--- src/sdhic_pkg.sv ---
// sdhic_pkg: constants and carriers for the card host irq/dma/config bank
// assumes one bus clock; all offsets are full byte addresses
package sdhic_pkg;
  // ****************************************
  // register map
  // ****************************************
  localparam logic [31:0] ADDR_STATUS  = 32'hfff8_0040;
  localparam logic [31:0] ADDR_IRQ_SET = 32'hfff8_0044;
  localparam logic [31:0] ADDR_IRQ_CLR = 32'hfff8_0048;
  localparam logic [31:0] ADDR_IRQ_ST  = 32'hfff8_004c;
  localparam logic [31:0] ADDR_DMA_CFG = 32'hfff8_0050;
  localparam logic [31:0] ADDR_HOST_CF = 32'hfff8_0054;
  localparam logic [31:0] ADDR_LOCK    = 32'hfff8_00e4;
  // ****************************************
  // field positions and values
  // ****************************************
  localparam int          POS_UNDERRUN = 31;
  localparam int          POS_OVERRUN  = 30;
  localparam int          POS_OFFSET   = 0;
  localparam int          POS_CHUNK    = 4;
  localparam int          POS_HS_EN    = 8;
  localparam int          POS_PAD      = 12;
  localparam int          POS_WSTART   = 0;
  localparam int          POS_FECLR    = 4;
  localparam int          POS_FAST     = 8;
  localparam int          POS_LAST_BLOCK_SYNC    = 12;
  localparam int          POS_LOCK_EN  = 0;
  localparam int          POS_KEY      = 8;
  localparam logic [23:0] LOCK_KEY     = 24'h4d_4349;
  localparam logic [31:0] RST_MASK     = 32'h0000_0000;
  localparam logic [15:0] FIFO_BYTES   = 16'h0400;
  localparam logic [15:0] FIFO_HALF    = 16'h0200;
  localparam logic [15:0] FIFO_QUART   = 16'h0100;
  localparam logic [15:0] FIFO_3QUART  = 16'h0300;
  localparam logic [15:0] ONE_ITEM     = 16'h0001;
  // ****************************************
  // carriers
  // ****************************************
  typedef struct packed {
    logic        pad;
    logic        hs_en;
    logic [1:0]  chunk;
    logic [1:0]  offset;
  } sdhic_dma_t;
  typedef struct packed {
    logic        last_block_sync;
    logic        fast;
    logic        feclr;
    logic        wstart;
  } sdhic_host_t;
  typedef struct packed {
    logic [31:0] mask;
    sdhic_dma_t  dma;
    sdhic_host_t host;
    logic        lock;
    logic        tx_underrun_flag;
    logic        rx_overrun_flag;
    logic [31:0] rdata;
    logic        irq;
    logic        dma_req;
    logic        first_pend;
    logic [3:0]  be;
    logic        wr_go;
    logic        cmd_issue;
    logic [2:0]  cclk;
    logic        launch;
    logic [15:0] rd_len;
    logic        two_desc;
  } sdhic_state_t;
endpackage : sdhic_pkg

--- src/sdhic_top.sv ---
// sdhic_top: interrupt mask, flow error flags, dma handshake and host config
// assumes datapath strobes share I_CLOCK; card clock arrives asynchronously
//
// Contract
// - set underrun when a byte goes out with no valid data written
// - clear underrun on new transfer command or clear-select written one
// - with clear-select one, status read clears underrun
// - enable-set write ones set mask bits, zeros keep them
// - enable-clear write ones clear mask bits, zeros keep them
// - mask read returns enabled sources at status bit positions
// - dma and host config writes ignored while write lock enabled
// - first dma word drops the offset count of leading bytes
// - dma request only when chunk items available: 1, 4, 8, 16
// - dma handshake only while handshake enable is one
// - no padding moves exact block length, two descriptors if unaligned
// - padding moves block length rounded up to four bytes
// - policy zero: half fifo at 3/4 length, quarter at half length
// - policy zero, short block: start after whole block is in fifo
// - policy one: start once one item is in fifo
// - clear-select zero: flow flags clear only on new command
// - clear-select one: status read clears flow flags
// - fast timing launches lines on rising card clock, else default
// - last-block sync zero: pending command at end of block
// - sync one: hold command to transfer end; block count nonzero
// - set overrun on lost byte, clear on new transfer command
// - lock changes only when the write key matches
//
// Implementation choice: strobed register access.
`timescale 1ns/1ns
module sdhic_top
(
  input  wire logic        I_CLOCK,
  input  wire logic        I_SYS_RST,
  input  wire logic [31:0] I_ADDR,
  input  wire logic [31:0] I_WDATA,
  input  wire logic        I_WR,
  input  wire logic        I_RD,
  input  wire logic [29:0] I_SRC_STATUS,
  input  wire logic        I_TX_BYTE_SENT,
  input  wire logic        I_TX_DATA_VALID,
  input  wire logic        I_RX_BYTE_LOST,
  input  wire logic        I_NEW_XFER_CMD,
  input  wire logic [15:0] I_FIFO_LEVEL,
  input  wire logic [15:0] I_BLOCK_LENGTH,
  input  wire logic        I_DMA_WR,
  input  wire logic        I_CMD_PENDING,
  input  wire logic        I_BLOCK_END,
  input  wire logic        I_XFER_END,
  input  wire logic        I_CARD_CLK,
  output logic      [31:0] O_RDATA,
  output logic             O_IRQ,
  output logic             O_DMA_REQ,
  output logic       [3:0] O_DMA_BE,
  output logic             O_WRITE_GO,
  output logic             O_CMD_ISSUE,
  output logic             O_LINE_LAUNCH,
  output logic      [15:0] O_READ_MOVE_LEN,
  output logic             O_TWO_DESC
);

  // ****************************************
  // helpers
  // ****************************************
  // chunk encoding to item count, shared by logic and checks
  function automatic logic [15:0] chunk_items(input logic [1:0] code);
    case (code)
      2'b00:   chunk_items = 16'h0001;
      2'b01:   chunk_items = 16'h0004;
      2'b10:   chunk_items = 16'h0008;
      default: chunk_items = 16'h0010;
    endcase
  endfunction : chunk_items

  sdhic_pkg::sdhic_state_t s_r;
  sdhic_pkg::sdhic_state_t s_nxt;
  logic [31:0] status;
  logic        wr_cfg_ok;
  logic        stat_rd;
  logic        ur_evt;
  logic        fe_wr_one;
  logic [15:0] start_need;
  logic        cclk_rise;
  logic        cclk_fall;

  // ****************************************
  // decode
  // ****************************************
  // flags sit above the datapath's own status bits
  assign status    = {s_r.tx_underrun_flag, s_r.rx_overrun_flag, I_SRC_STATUS};
  assign wr_cfg_ok = I_WR && !s_r.lock;
  assign stat_rd   = I_RD && (I_ADDR == sdhic_pkg::ADDR_STATUS);
  assign ur_evt    = I_TX_BYTE_SENT && !I_TX_DATA_VALID;
  assign fe_wr_one = wr_cfg_ok && (I_ADDR == sdhic_pkg::ADDR_HOST_CF)
                     && I_WDATA[sdhic_pkg::POS_FECLR];
  // card clock edges are seen only after both sync stages
  assign cclk_rise = s_r.cclk[1] && !s_r.cclk[2];
  assign cclk_fall = !s_r.cclk[1] && s_r.cclk[2];

  // write start threshold; with policy zero a short block must be wholly loaded first
  always_comb
  begin
    if (s_r.host.wstart)
      start_need = sdhic_pkg::ONE_ITEM;
    else if (I_BLOCK_LENGTH >= sdhic_pkg::FIFO_3QUART)
      start_need = sdhic_pkg::FIFO_HALF;
    else if (I_BLOCK_LENGTH >= sdhic_pkg::FIFO_HALF)
      start_need = sdhic_pkg::FIFO_QUART;
    else
      start_need = I_BLOCK_LENGTH;
  end

  // ****************************************
  // next state
  // ****************************************
  always_comb
  begin
    s_nxt = s_r;
    // register writes
    if (I_WR)
    begin
      case (I_ADDR)
        sdhic_pkg::ADDR_IRQ_SET: s_nxt.mask = s_r.mask | I_WDATA;
        sdhic_pkg::ADDR_IRQ_CLR: s_nxt.mask = s_r.mask & ~I_WDATA;
        sdhic_pkg::ADDR_DMA_CFG:
        begin
          if (wr_cfg_ok)
          begin
            s_nxt.dma.offset = I_WDATA[sdhic_pkg::POS_OFFSET +: 2];
            s_nxt.dma.chunk  = I_WDATA[sdhic_pkg::POS_CHUNK +: 2];
            s_nxt.dma.hs_en  = I_WDATA[sdhic_pkg::POS_HS_EN];
            s_nxt.dma.pad    = I_WDATA[sdhic_pkg::POS_PAD];
          end
        end
        sdhic_pkg::ADDR_HOST_CF:
        begin
          if (wr_cfg_ok)
          begin
            s_nxt.host.wstart = I_WDATA[sdhic_pkg::POS_WSTART];
            s_nxt.host.feclr  = I_WDATA[sdhic_pkg::POS_FECLR];
            s_nxt.host.fast   = I_WDATA[sdhic_pkg::POS_FAST];
            s_nxt.host.last_block_sync  = I_WDATA[sdhic_pkg::POS_LAST_BLOCK_SYNC];
          end
        end
        sdhic_pkg::ADDR_LOCK:
        begin
          if (I_WDATA[31:sdhic_pkg::POS_KEY] == sdhic_pkg::LOCK_KEY)
            s_nxt.lock = I_WDATA[sdhic_pkg::POS_LOCK_EN];
        end
        default: ;
      endcase
    end
    // read data answers one cycle later; unmapped reads give zero
    s_nxt.rdata = 32'h0000_0000;
    if (I_RD)
    begin
      case (I_ADDR)
        sdhic_pkg::ADDR_STATUS:  s_nxt.rdata = status;
        sdhic_pkg::ADDR_IRQ_ST:  s_nxt.rdata = s_r.mask;
        sdhic_pkg::ADDR_DMA_CFG:
          s_nxt.rdata = 32'(s_r.dma.offset) << sdhic_pkg::POS_OFFSET
                      | 32'(s_r.dma.chunk) << sdhic_pkg::POS_CHUNK
                      | 32'(s_r.dma.hs_en) << sdhic_pkg::POS_HS_EN
                      | 32'(s_r.dma.pad) << sdhic_pkg::POS_PAD;
        sdhic_pkg::ADDR_HOST_CF:
          s_nxt.rdata = 32'(s_r.host.wstart) << sdhic_pkg::POS_WSTART
                      | 32'(s_r.host.feclr) << sdhic_pkg::POS_FECLR
                      | 32'(s_r.host.fast) << sdhic_pkg::POS_FAST
                      | 32'(s_r.host.last_block_sync) << sdhic_pkg::POS_LAST_BLOCK_SYNC;
        sdhic_pkg::ADDR_LOCK:
          s_nxt.rdata = 32'(s_r.lock) << sdhic_pkg::POS_LOCK_EN;
        default: s_nxt.rdata = 32'h0000_0000;
      endcase
    end
    // flow flags: clears first, so a same-cycle event still sets
    if (I_NEW_XFER_CMD)
    begin
      s_nxt.tx_underrun_flag = 1'b0;
      s_nxt.rx_overrun_flag = 1'b0;
    end
    if (fe_wr_one)
      s_nxt.tx_underrun_flag = 1'b0;
    if (stat_rd && s_r.host.feclr)
    begin
      s_nxt.tx_underrun_flag = 1'b0;
      s_nxt.rx_overrun_flag = 1'b0;
    end
    if (ur_evt)
      s_nxt.tx_underrun_flag = 1'b1;
    if (I_RX_BYTE_LOST)
      s_nxt.rx_overrun_flag = 1'b1;
    // interrupt line from the current status bits (sources and flags) and mask
    s_nxt.irq = |(status & s_r.mask);
    // dma handshake stays quiet while disabled
    s_nxt.dma_req = s_r.dma.hs_en
                    && (I_FIFO_LEVEL >= chunk_items(s_r.dma.chunk));
    // leading-byte drop applies to the first dma word only
    if (I_NEW_XFER_CMD)
      s_nxt.first_pend = 1'b1;
    else if (I_DMA_WR && s_r.dma.hs_en)
      s_nxt.first_pend = 1'b0;
    s_nxt.be = s_nxt.first_pend ? (4'hf << s_r.dma.offset) : 4'hf;
    // card write start threshold
    s_nxt.wr_go = (I_FIFO_LEVEL >= start_need)
                  && (I_FIFO_LEVEL != 16'h0000);
    // pending command released on block end or whole transfer end
    s_nxt.cmd_issue = I_CMD_PENDING
                      && (s_r.host.last_block_sync ? I_XFER_END : I_BLOCK_END);
    // card clock: two sync stages plus a history bit for edges
    s_nxt.cclk = {s_r.cclk[1:0], I_CARD_CLK};
    s_nxt.launch = s_r.host.fast ? cclk_rise : cclk_fall;
    // read length: exact or rounded up to whole words
    if (s_r.dma.pad)
      s_nxt.rd_len = (I_BLOCK_LENGTH + 16'h0003) & 16'hfffc;
    else
      s_nxt.rd_len = I_BLOCK_LENGTH;
    s_nxt.two_desc = !s_r.dma.pad && (I_BLOCK_LENGTH[1:0] != 2'b00);
  end

  // ****************************************
  // state register
  // ****************************************
  always_ff @(posedge I_CLOCK)
  begin
    if (I_SYS_RST)
    begin
      s_r      <= '0;
      s_r.mask <= sdhic_pkg::RST_MASK;
      s_r.be   <= 4'hf;
    end
    else
      s_r <= s_nxt;
  end

  // outputs straight from flops
  assign O_RDATA         = s_r.rdata;
  assign O_IRQ           = s_r.irq;
  assign O_DMA_REQ       = s_r.dma_req;
  assign O_DMA_BE        = s_r.be;
  assign O_WRITE_GO      = s_r.wr_go;
  assign O_CMD_ISSUE     = s_r.cmd_issue;
  assign O_LINE_LAUNCH   = s_r.launch;
  assign O_READ_MOVE_LEN = s_r.rd_len;
  assign O_TWO_DESC      = s_r.two_desc;
endmodule : sdhic_top

--- config.mk ---
export PLATFORM = sky130hd
export DESIGN_NAME = sdhic_top
export DESIGN_NICKNAME = d
export VERILOG_FILES = /design/src/sdhic_pkg.sv /design/src/sdhic_top.sv
export SDC_FILE = /design/constraint.sdc
export NUM_CORES = 1
export LEC_CHECK = 0
export BUFFER_PORTS_ARGS = -buffer_cell sky130_fd_sc_hd__buf_2
export CORE_AREA = 4 4 123 125
export CTS_BUF_LIST = sky130_fd_sc_hd__clkbuf_4 sky130_fd_sc_hd__clkbuf_8
export DETAILED_ROUTE_END_ITERATION = 16
export DIE_AREA = 0 0 127 129
export HOLD_SLACK_MARGIN = 0.03
export PLACE_DENSITY = 0.69
export SLEW_MARGIN = 5
export SYNTH_ARGS = -nofsm -noshare
export SYNTH_HDL_FRONTEND = slang
export SYNTH_SLANG_ARGS = --single-unit
--- constraint.sdc ---
create_clock -name I_CLOCK -period 2 [get_ports I_CLOCK]
set_input_delay 0.3 -clock I_CLOCK [delete_from_list [all_inputs] [get_ports I_CLOCK]]
set_output_delay 0.3 -clock I_CLOCK [all_outputs]
set_load 0.01 [all_outputs]
==> results.tsv, run 1 <==
metric	value	unit
outcome	completed	
Main synth FF type	dfxtp_1	
antenna violations before repair	1	
R2R Path End	O_WRITE_GO$_SDFF_PP0_	
Die X-Extent	127	um
clock sink total	106	
Worst path most repeated cell	nand2_1	
Post-Place Setup Slack	-213	ps
die area	16400	um2
total power	0.00387	W
Port Buf Inserts	195	
pwr/cell area	580	nW/um2
minimum clock period	1820	ps
CP max-delay cell	ha_1	
Util after Layout	48.0	%
worst reg-to-reg path cell count	8	
RSZ-0062 raised after global routing	no	
ys async rst share	0	%
clk buf depth	2	
Hold WC Path Type	in2reg	
routability congestion estimate	0.881	
Initial Utilization	39.5	%
Final nets	933	
CP required	2290	ps
Lkg Pwr	3.09	nW
CORE AREA	13900	um2
worst-margin pin slew	536	ps
Final ANT Viol Nets	0	
Resized Gates After CTS	0	
reg-to-reg startpoint	s_r[65]$_SDFFE_PP0P_	
worst reg2reg setup slack	230	ps
Data arrival, critical path	2110	ps
PnR worst setup slack	178	ps
largest net degree at the start of global routing	33	
post-synthesis sequential area ratio	38.7	%
Post-CTS Setup Inserts	0	
Yosys cell types	60	
Cell Area, Synth	5480	um2
crit-path cells	buf_2, nor4_1, nand2_1, nor3_4, buf_4, nand2_1, ha_1, a21oi_1, o21ai_0, a31oi_1, a211oi_1	
DR DRC count	0	
Max stage delay on crit path	270	ps
cts hold-fix bufs	0	
CP endpoint	O_WRITE_GO$_SDFF_PP0_	
routed vias/inst	4.98	
max-cap violations	0	
DPL Wire Length	12700	um
final cycle utilization of the critical path	91.1	%
Post-synth EDFFs	0	
Worst setup EP type	flop	
total gr overflow	0	
Initial DRT Pass Iterations	4	
CTS buffer count	9	
clock latency on the worst-skew pair	380	ps
root buf cell	clkbuf_8	
drt wl/cell	16.4	um
Reg clk slew, reported paths	110	ps
Vert. Die Dim	129	um
row count	43	
first-pass GRT wire length	24400	um
CTS tree	built	
skew final	19.0	ps
Max VDD drop	0.288	mV
Rel. slew slack	64.3	%
final wirelength	15800	um
final-report max-slew violation count	0	
CP startpoint kind	input port	
Max FO, Critical Path	4	
vias	4786	
mean post-synth cell area	8.99	um2
DP Area	6480	um2
Final Hold Viols	0	
Starting DRT DRC Count	278	
synthesized flop and latch total	106	
Boundary Pins	197	
final instance area	6670	um2
Area Overhead vs Synth	21.7	%
GRT Util Overall	18.8	%
Final setup violation count	0	
WS Path Type	in2reg	
number of global-route vias before repair	4739	
htree depth	3	
share of layout cells above drive strength 1	33.6	%
Mapped Cells	609	
Synth Warn #	0	
fmax	549	MHz
Critical Path Source	I_BLOCK_LENGTH[10]	
[layout by cell type (no fill, tap or decap), types with 6 or more instances in the layout]
cell type,netlist,layout
ha_1,20,20
buf_2,8,195
nand2b_1,28,28
mux2i_1,45,45
clkbuf_8,0,9
nand4_1,13,13
xor2_1,11,11
a21oi_1,11,11
dfxtp_1,106,106
inv_1,6,6
nor2_1,73,73
a22oi_1,41,41
buf_4,53,31
nand2_1,72,72
conb_1,1,7
nand3_1,11,11
a221oi_1,6,6
[where the power goes]
group	switching (W)	internal [W]	total, W
Clock	0.000790	0.000474	0.00126
Sequential	0.00000918	0.00214	0.00215
Combinational	0.000242	0.000211	0.000454
[worst min-delay path by stage]
stage / from / endpoint / cells after the start
after global routing: I_TX_DATA_VALID / s_r[63]$_SDFFE_PP0P_ / 2
after floorplan: s_r[70]$_SDFFE_PP0P_ / O_DMA_BE[1]$_SDFF_PP1_ / 1
after detailed placement: s_r[70]$_SDFFE_PP0P_ / O_DMA_BE[1]$_SDFF_PP1_ / 1
after global placement: s_nxt[19]$_SDFF_PP0_ / s_nxt[20]$_SDFF_PP0_ / 1
final: I_TX_DATA_VALID / s_r[63]$_SDFFE_PP0P_ / 2
after CTS: I_TX_DATA_VALID / s_r[63]$_SDFFE_PP0P_ / 2
[worst max-delay path: cells and delay by family]
family | cells | cell delay [ps]
and+or+nand+nor | 4 | 700
AOI/OAI and AO/OA | 4 | 570
adders and majority gates | 1 | 270
buffers and inverters | 2 | 260
[cells in the mapped netlist (all sizes together), types with 2 or more instances]
master,instances,share of area (%)
o32ai,2,0.32
nor4b,4,1.0
mux2,2,0.41
ha,20,4.6
a21o,4,0.55
nand4,14,1.9
inv,6,0.41
a21oi,11,1.0
a221oi,6,0.96
a22o,4,0.64
mux2i,45,8.2
nor2b,3,0.34
nand2,72,4.9
clkbuf,15,1.0
or4,3,0.48
or3,5,0.57
nor3b,3,0.41
and4b,2,0.37
a31oi,2,0.23
or2,2,0.23
o21ai,5,0.46
xor2,11,1.8
dfxtp,106,39
nor3,7,0.64
xnor2,5,0.80
and2,2,0.23
a22oi,41,5.6
nand3,11,1.0
nand2b,28,3.2
buf,66,9.1
nor4,9,1.8
nor2,75,5.2
[area by class of cell]
| class | instances | area [um2] |
|---|---|---|
| Tap cell | 180 | 225 |
| Clock buffer | 9 | 124 |
| Inverter | 6 | 22.5 |
| Antenna cell | 2 | 5.00 |
| Fill cell | 1397 | 7210 |
| Clock inverter | 7 | 62.6 |
| Multi-Input combinational cell | 421 | 2820 |
| Sequential cell | 106 | 2120 |
| Timing Repair Buffer | 230 | 1290 |
[per-stage QoR]
step / TNS, ps / hold slack, ps / cells
2_1_floorplan: 0 / 390 / 615
3_3_place_gp: -163 / 418 / 943
3_5_place_dp: -423 / 427 / 943
4_1_cts: 0 / 89.6 / 959
5_1_grt: 0 / 93.2 / 960
6_report: 0 / 111 / 961
[kinds of logic after synthesis]
group	count (synthesis)	synth area share, %
muxes	47	8.63
and+or+nand+nor	248	23.7
xor gates and xnor gates	16	2.56
AOI/OAI and AO/OA	83	11.0
other	1	0.0685
adders and majority gates	20	4.57
DFF	106	38.7
buffers and inverters	88	10.7
[metal layers]
layer | share of wire, % | GRT usage, % | wire [um]
met1 | 44 | 24.3 | 6940
met2 | 48 | 31.4 | 7490
met3 | 6.8 | 3.99 | 1070
met4 | 1.7 | 6.50 | 263
met5 | 0 | 0 | 0
Power figures use the tool's default switching activity.
==> run 2: changes to the inputs <==
--- a/config.mk
+++ b/config.mk
@@ -11,7 +11,7 @@
 export DETAILED_ROUTE_END_ITERATION = 16
 export DIE_AREA = 0 0 127 129
 export HOLD_SLACK_MARGIN = 0.03
-export PLACE_DENSITY = 0.69
+export PLACE_DENSITY_LB_ADDON = 0.12
 export SLEW_MARGIN = 5
 export SYNTH_ARGS = -nofsm -noshare
 export SYNTH_HDL_FRONTEND = slang
==> run 2 against run 1 <==
Clock skew down 9.4 ps. Register-to-register slack better by 20 ps. Non-clock buffer count unchanged. Worst hold slack worse by 4.9 ps. Sequential share of layout area down 0.22 points. Routed wire length up 2.8%. Cell count down 0.21%. Clock-buffer cell count up 3. Via count up 1.6%. First-iteration DRC count down 3.6%. Utilization up 0.33 points. Critical endpoint unchanged. Largest cell class unchanged. Largest power group unchanged.
==> results.tsv, run 2 (synthesis gave the netlist of run 1 again) <==
metric	value	unit
outcome	completed	
Multi-input gate area	2840	um2
Post-Place Setup Slack	-232	ps
Final Hold Viols	0	
share of layout cells above drive strength 1	34.1	%
Lkg Pwr	3.12	nW
Hold WC Path Type	in2reg	
clock latency on the worst-skew pair	380	ps
skew final	9.67	ps
fmax	548	MHz
row count	43	
WS Path Type	in2reg	
final cycle utilization of the critical path	91.3	%
Non-Filler Instances	959	
Boundary Pins	197	
Hold Path End	s_r[63]$_SDFFE_PP0P_	
DP Cell Count	942	
RSZ-0062 raised after global routing	no	
Setup TNS	0	ps
Hold Path Depth	2	
worst reg2reg setup slack	250	ps
crit-path cells	buf_2, nor4_4, nand2_2, buf_4, or3_1, ha_1, nand4_1, nor2_2, a221oi_2, a211oi_1	
Buf+Inv Stages, Crit Path	2	
PnR worst setup slack	174	ps
final-report max-slew violation count	0	
Max stage delay on crit path	340	ps
Area Overhead vs Synth	22.6	%
CTS tree	built	
Initial DRT Pass Iterations	6	
cts hold-fix bufs	0	
first-pass GRT wire length	25000	um
final wirelength	16200	um
largest net degree at the start of global routing	35	
commonest non-fill, non-tap cells in the layout	buf_2, dfxtp_1, nor2_1	
Final ANT Viol Nets	0	
pwr/cell area	591	nW/um2
die area	16400	um2
total power	0.00397	W
clock sink total	106	
routed vias/inst	5.07	
worst-margin pin slew	538	ps
commonest non-fill, non-tap cell in the layout	buf_2	
CP startpoint kind	input port	
total gr overflow	0	
CTS buffer count	9	
htree depth	3	
DR DRC count	0	
max-cap violations	0	
routability congestion estimate	0.860	
Vert. Die Dim	129	um
reg-to-reg startpoint	s_r[65]$_SDFFE_PP0P_	
CORE AREA	13900	um2
minimum clock period	1830	ps
drt wl/cell	16.9	um
Data arrival, critical path	2130	ps
Max VDD drop	0.299	mV
critical path's top delay family	simple AND/OR/NAND/NOR gates	
Die X-Extent	127	um
number of global-route vias before repair	4839	
Port Buf Inserts	195	
DPL Wire Length	12700	um
Initial Utilization	39.5	%
sequential cell area	2120	um2
Reg clk slew, reported paths	100	ps
Final nets	933	
clk buf depth	2	
hold_sp	I_TX_DATA_VALID	
worst reg-to-reg path cell count	8	
Starting DRT DRC Count	268	
CP max-delay cell	or3_1	
Worst setup EP type	flop	
vias	4862	
CP required	2310	ps
antenna violations before repair	0	
Fillers	1389	
Max FO, Critical Path	3	
Rel. slew slack	63.6	%
Final setup violation count	0	
root buf cell	clkbuf_8	
Util after Layout	48.4	%
antenna cells	0	
GRT Util Overall	19.4	%
R2R Path End	O_WRITE_GO$_SDFF_PP0_	
-- run 2: changes by cell type in the layout (fill, tap and decap cells not counted), sizes merged --
cell      before  now
clkbuf         9   12
clkinvlp       3    0
diode          2    0
clkinv         2    1
inv            8    9
-- run 2: per-stage QoR --
stage / cell area [um2] / hold slack, ps
2_1_floorplan: 5510 / 390
3_3_place_gp: 6480 / 421
3_5_place_dp: 6480 / 426
4_1_cts: 6680 / 87.3
5_1_grt: 6710 / 99.7
6_report: 6710 / 107
-- run 2: how the worst max path moves through the flow --
| stage | start | endpoint | slack, ps | cells past startpoint |
|---|---|---|---|---|
| 2_1_floorplan | I_BLOCK_LENGTH[10] | O_WRITE_GO$_SDFF_PP0_ | 20 | 9 |
| 3_3_place_gp | I_BLOCK_LENGTH[10] | O_WRITE_GO$_SDFF_PP0_ | -190 | 11 |
| 3_5_place_dp | I_BLOCK_LENGTH[10] | O_WRITE_GO$_SDFF_PP0_ | -230 | 11 |
| 4_1_cts | s_r[65]$_SDFFE_PP0P_ | O_WRITE_GO$_SDFF_PP0_ | 120 | 8 |
| 5_1_grt | I_BLOCK_LENGTH[10] | O_WRITE_GO$_SDFF_PP0_ | 20 | 10 |
| 6_report | I_BLOCK_LENGTH[10] | O_WRITE_GO$_SDFF_PP0_ | 170 | 10 |
-- run 2: what timing repair did --
action | 4_1_cts | 5_1_grt
resized for setup | 0 | 6
buffers inserted | 0 | 1
endpoints found under the setup margin | 0 | 1
-- run 2: area by class of cell --
class,instances,area share (%)
Sequential cell,106,31.6
Timing Repair Buffer,230,19.4
Inverter,6,0.335
Clock buffer,12,2.37
Tap cell,180,3.35
Clock inverter,4,0.596
Multi-Input combinational cell,421,42.4
-- run 2: report_power, final --
| part | switching, W | internal [W] | leakage, nW |
|---|---|---|---|
| clock network | 0.000787 | 0.000561 | 0.104 |
| registers | 0.00000977 | 0.00214 | 0.860 |
| logic | 0.000256 | 0.000218 | 2.15 |
| total | 0.00105 | 0.00292 | 3.12 |
-- run 2: layer usage --
metal | vias up | track usage, % | part of all wire (%)
met1 | 2247 | 26.3 | 46
met5 | - | 0 | 0
li1 | 2396 | - | -
met4 | 0 | 6.94 | 1.7
met2 | 198 | 31.1 | 45
met3 | 21 | 3.69 | 7.1
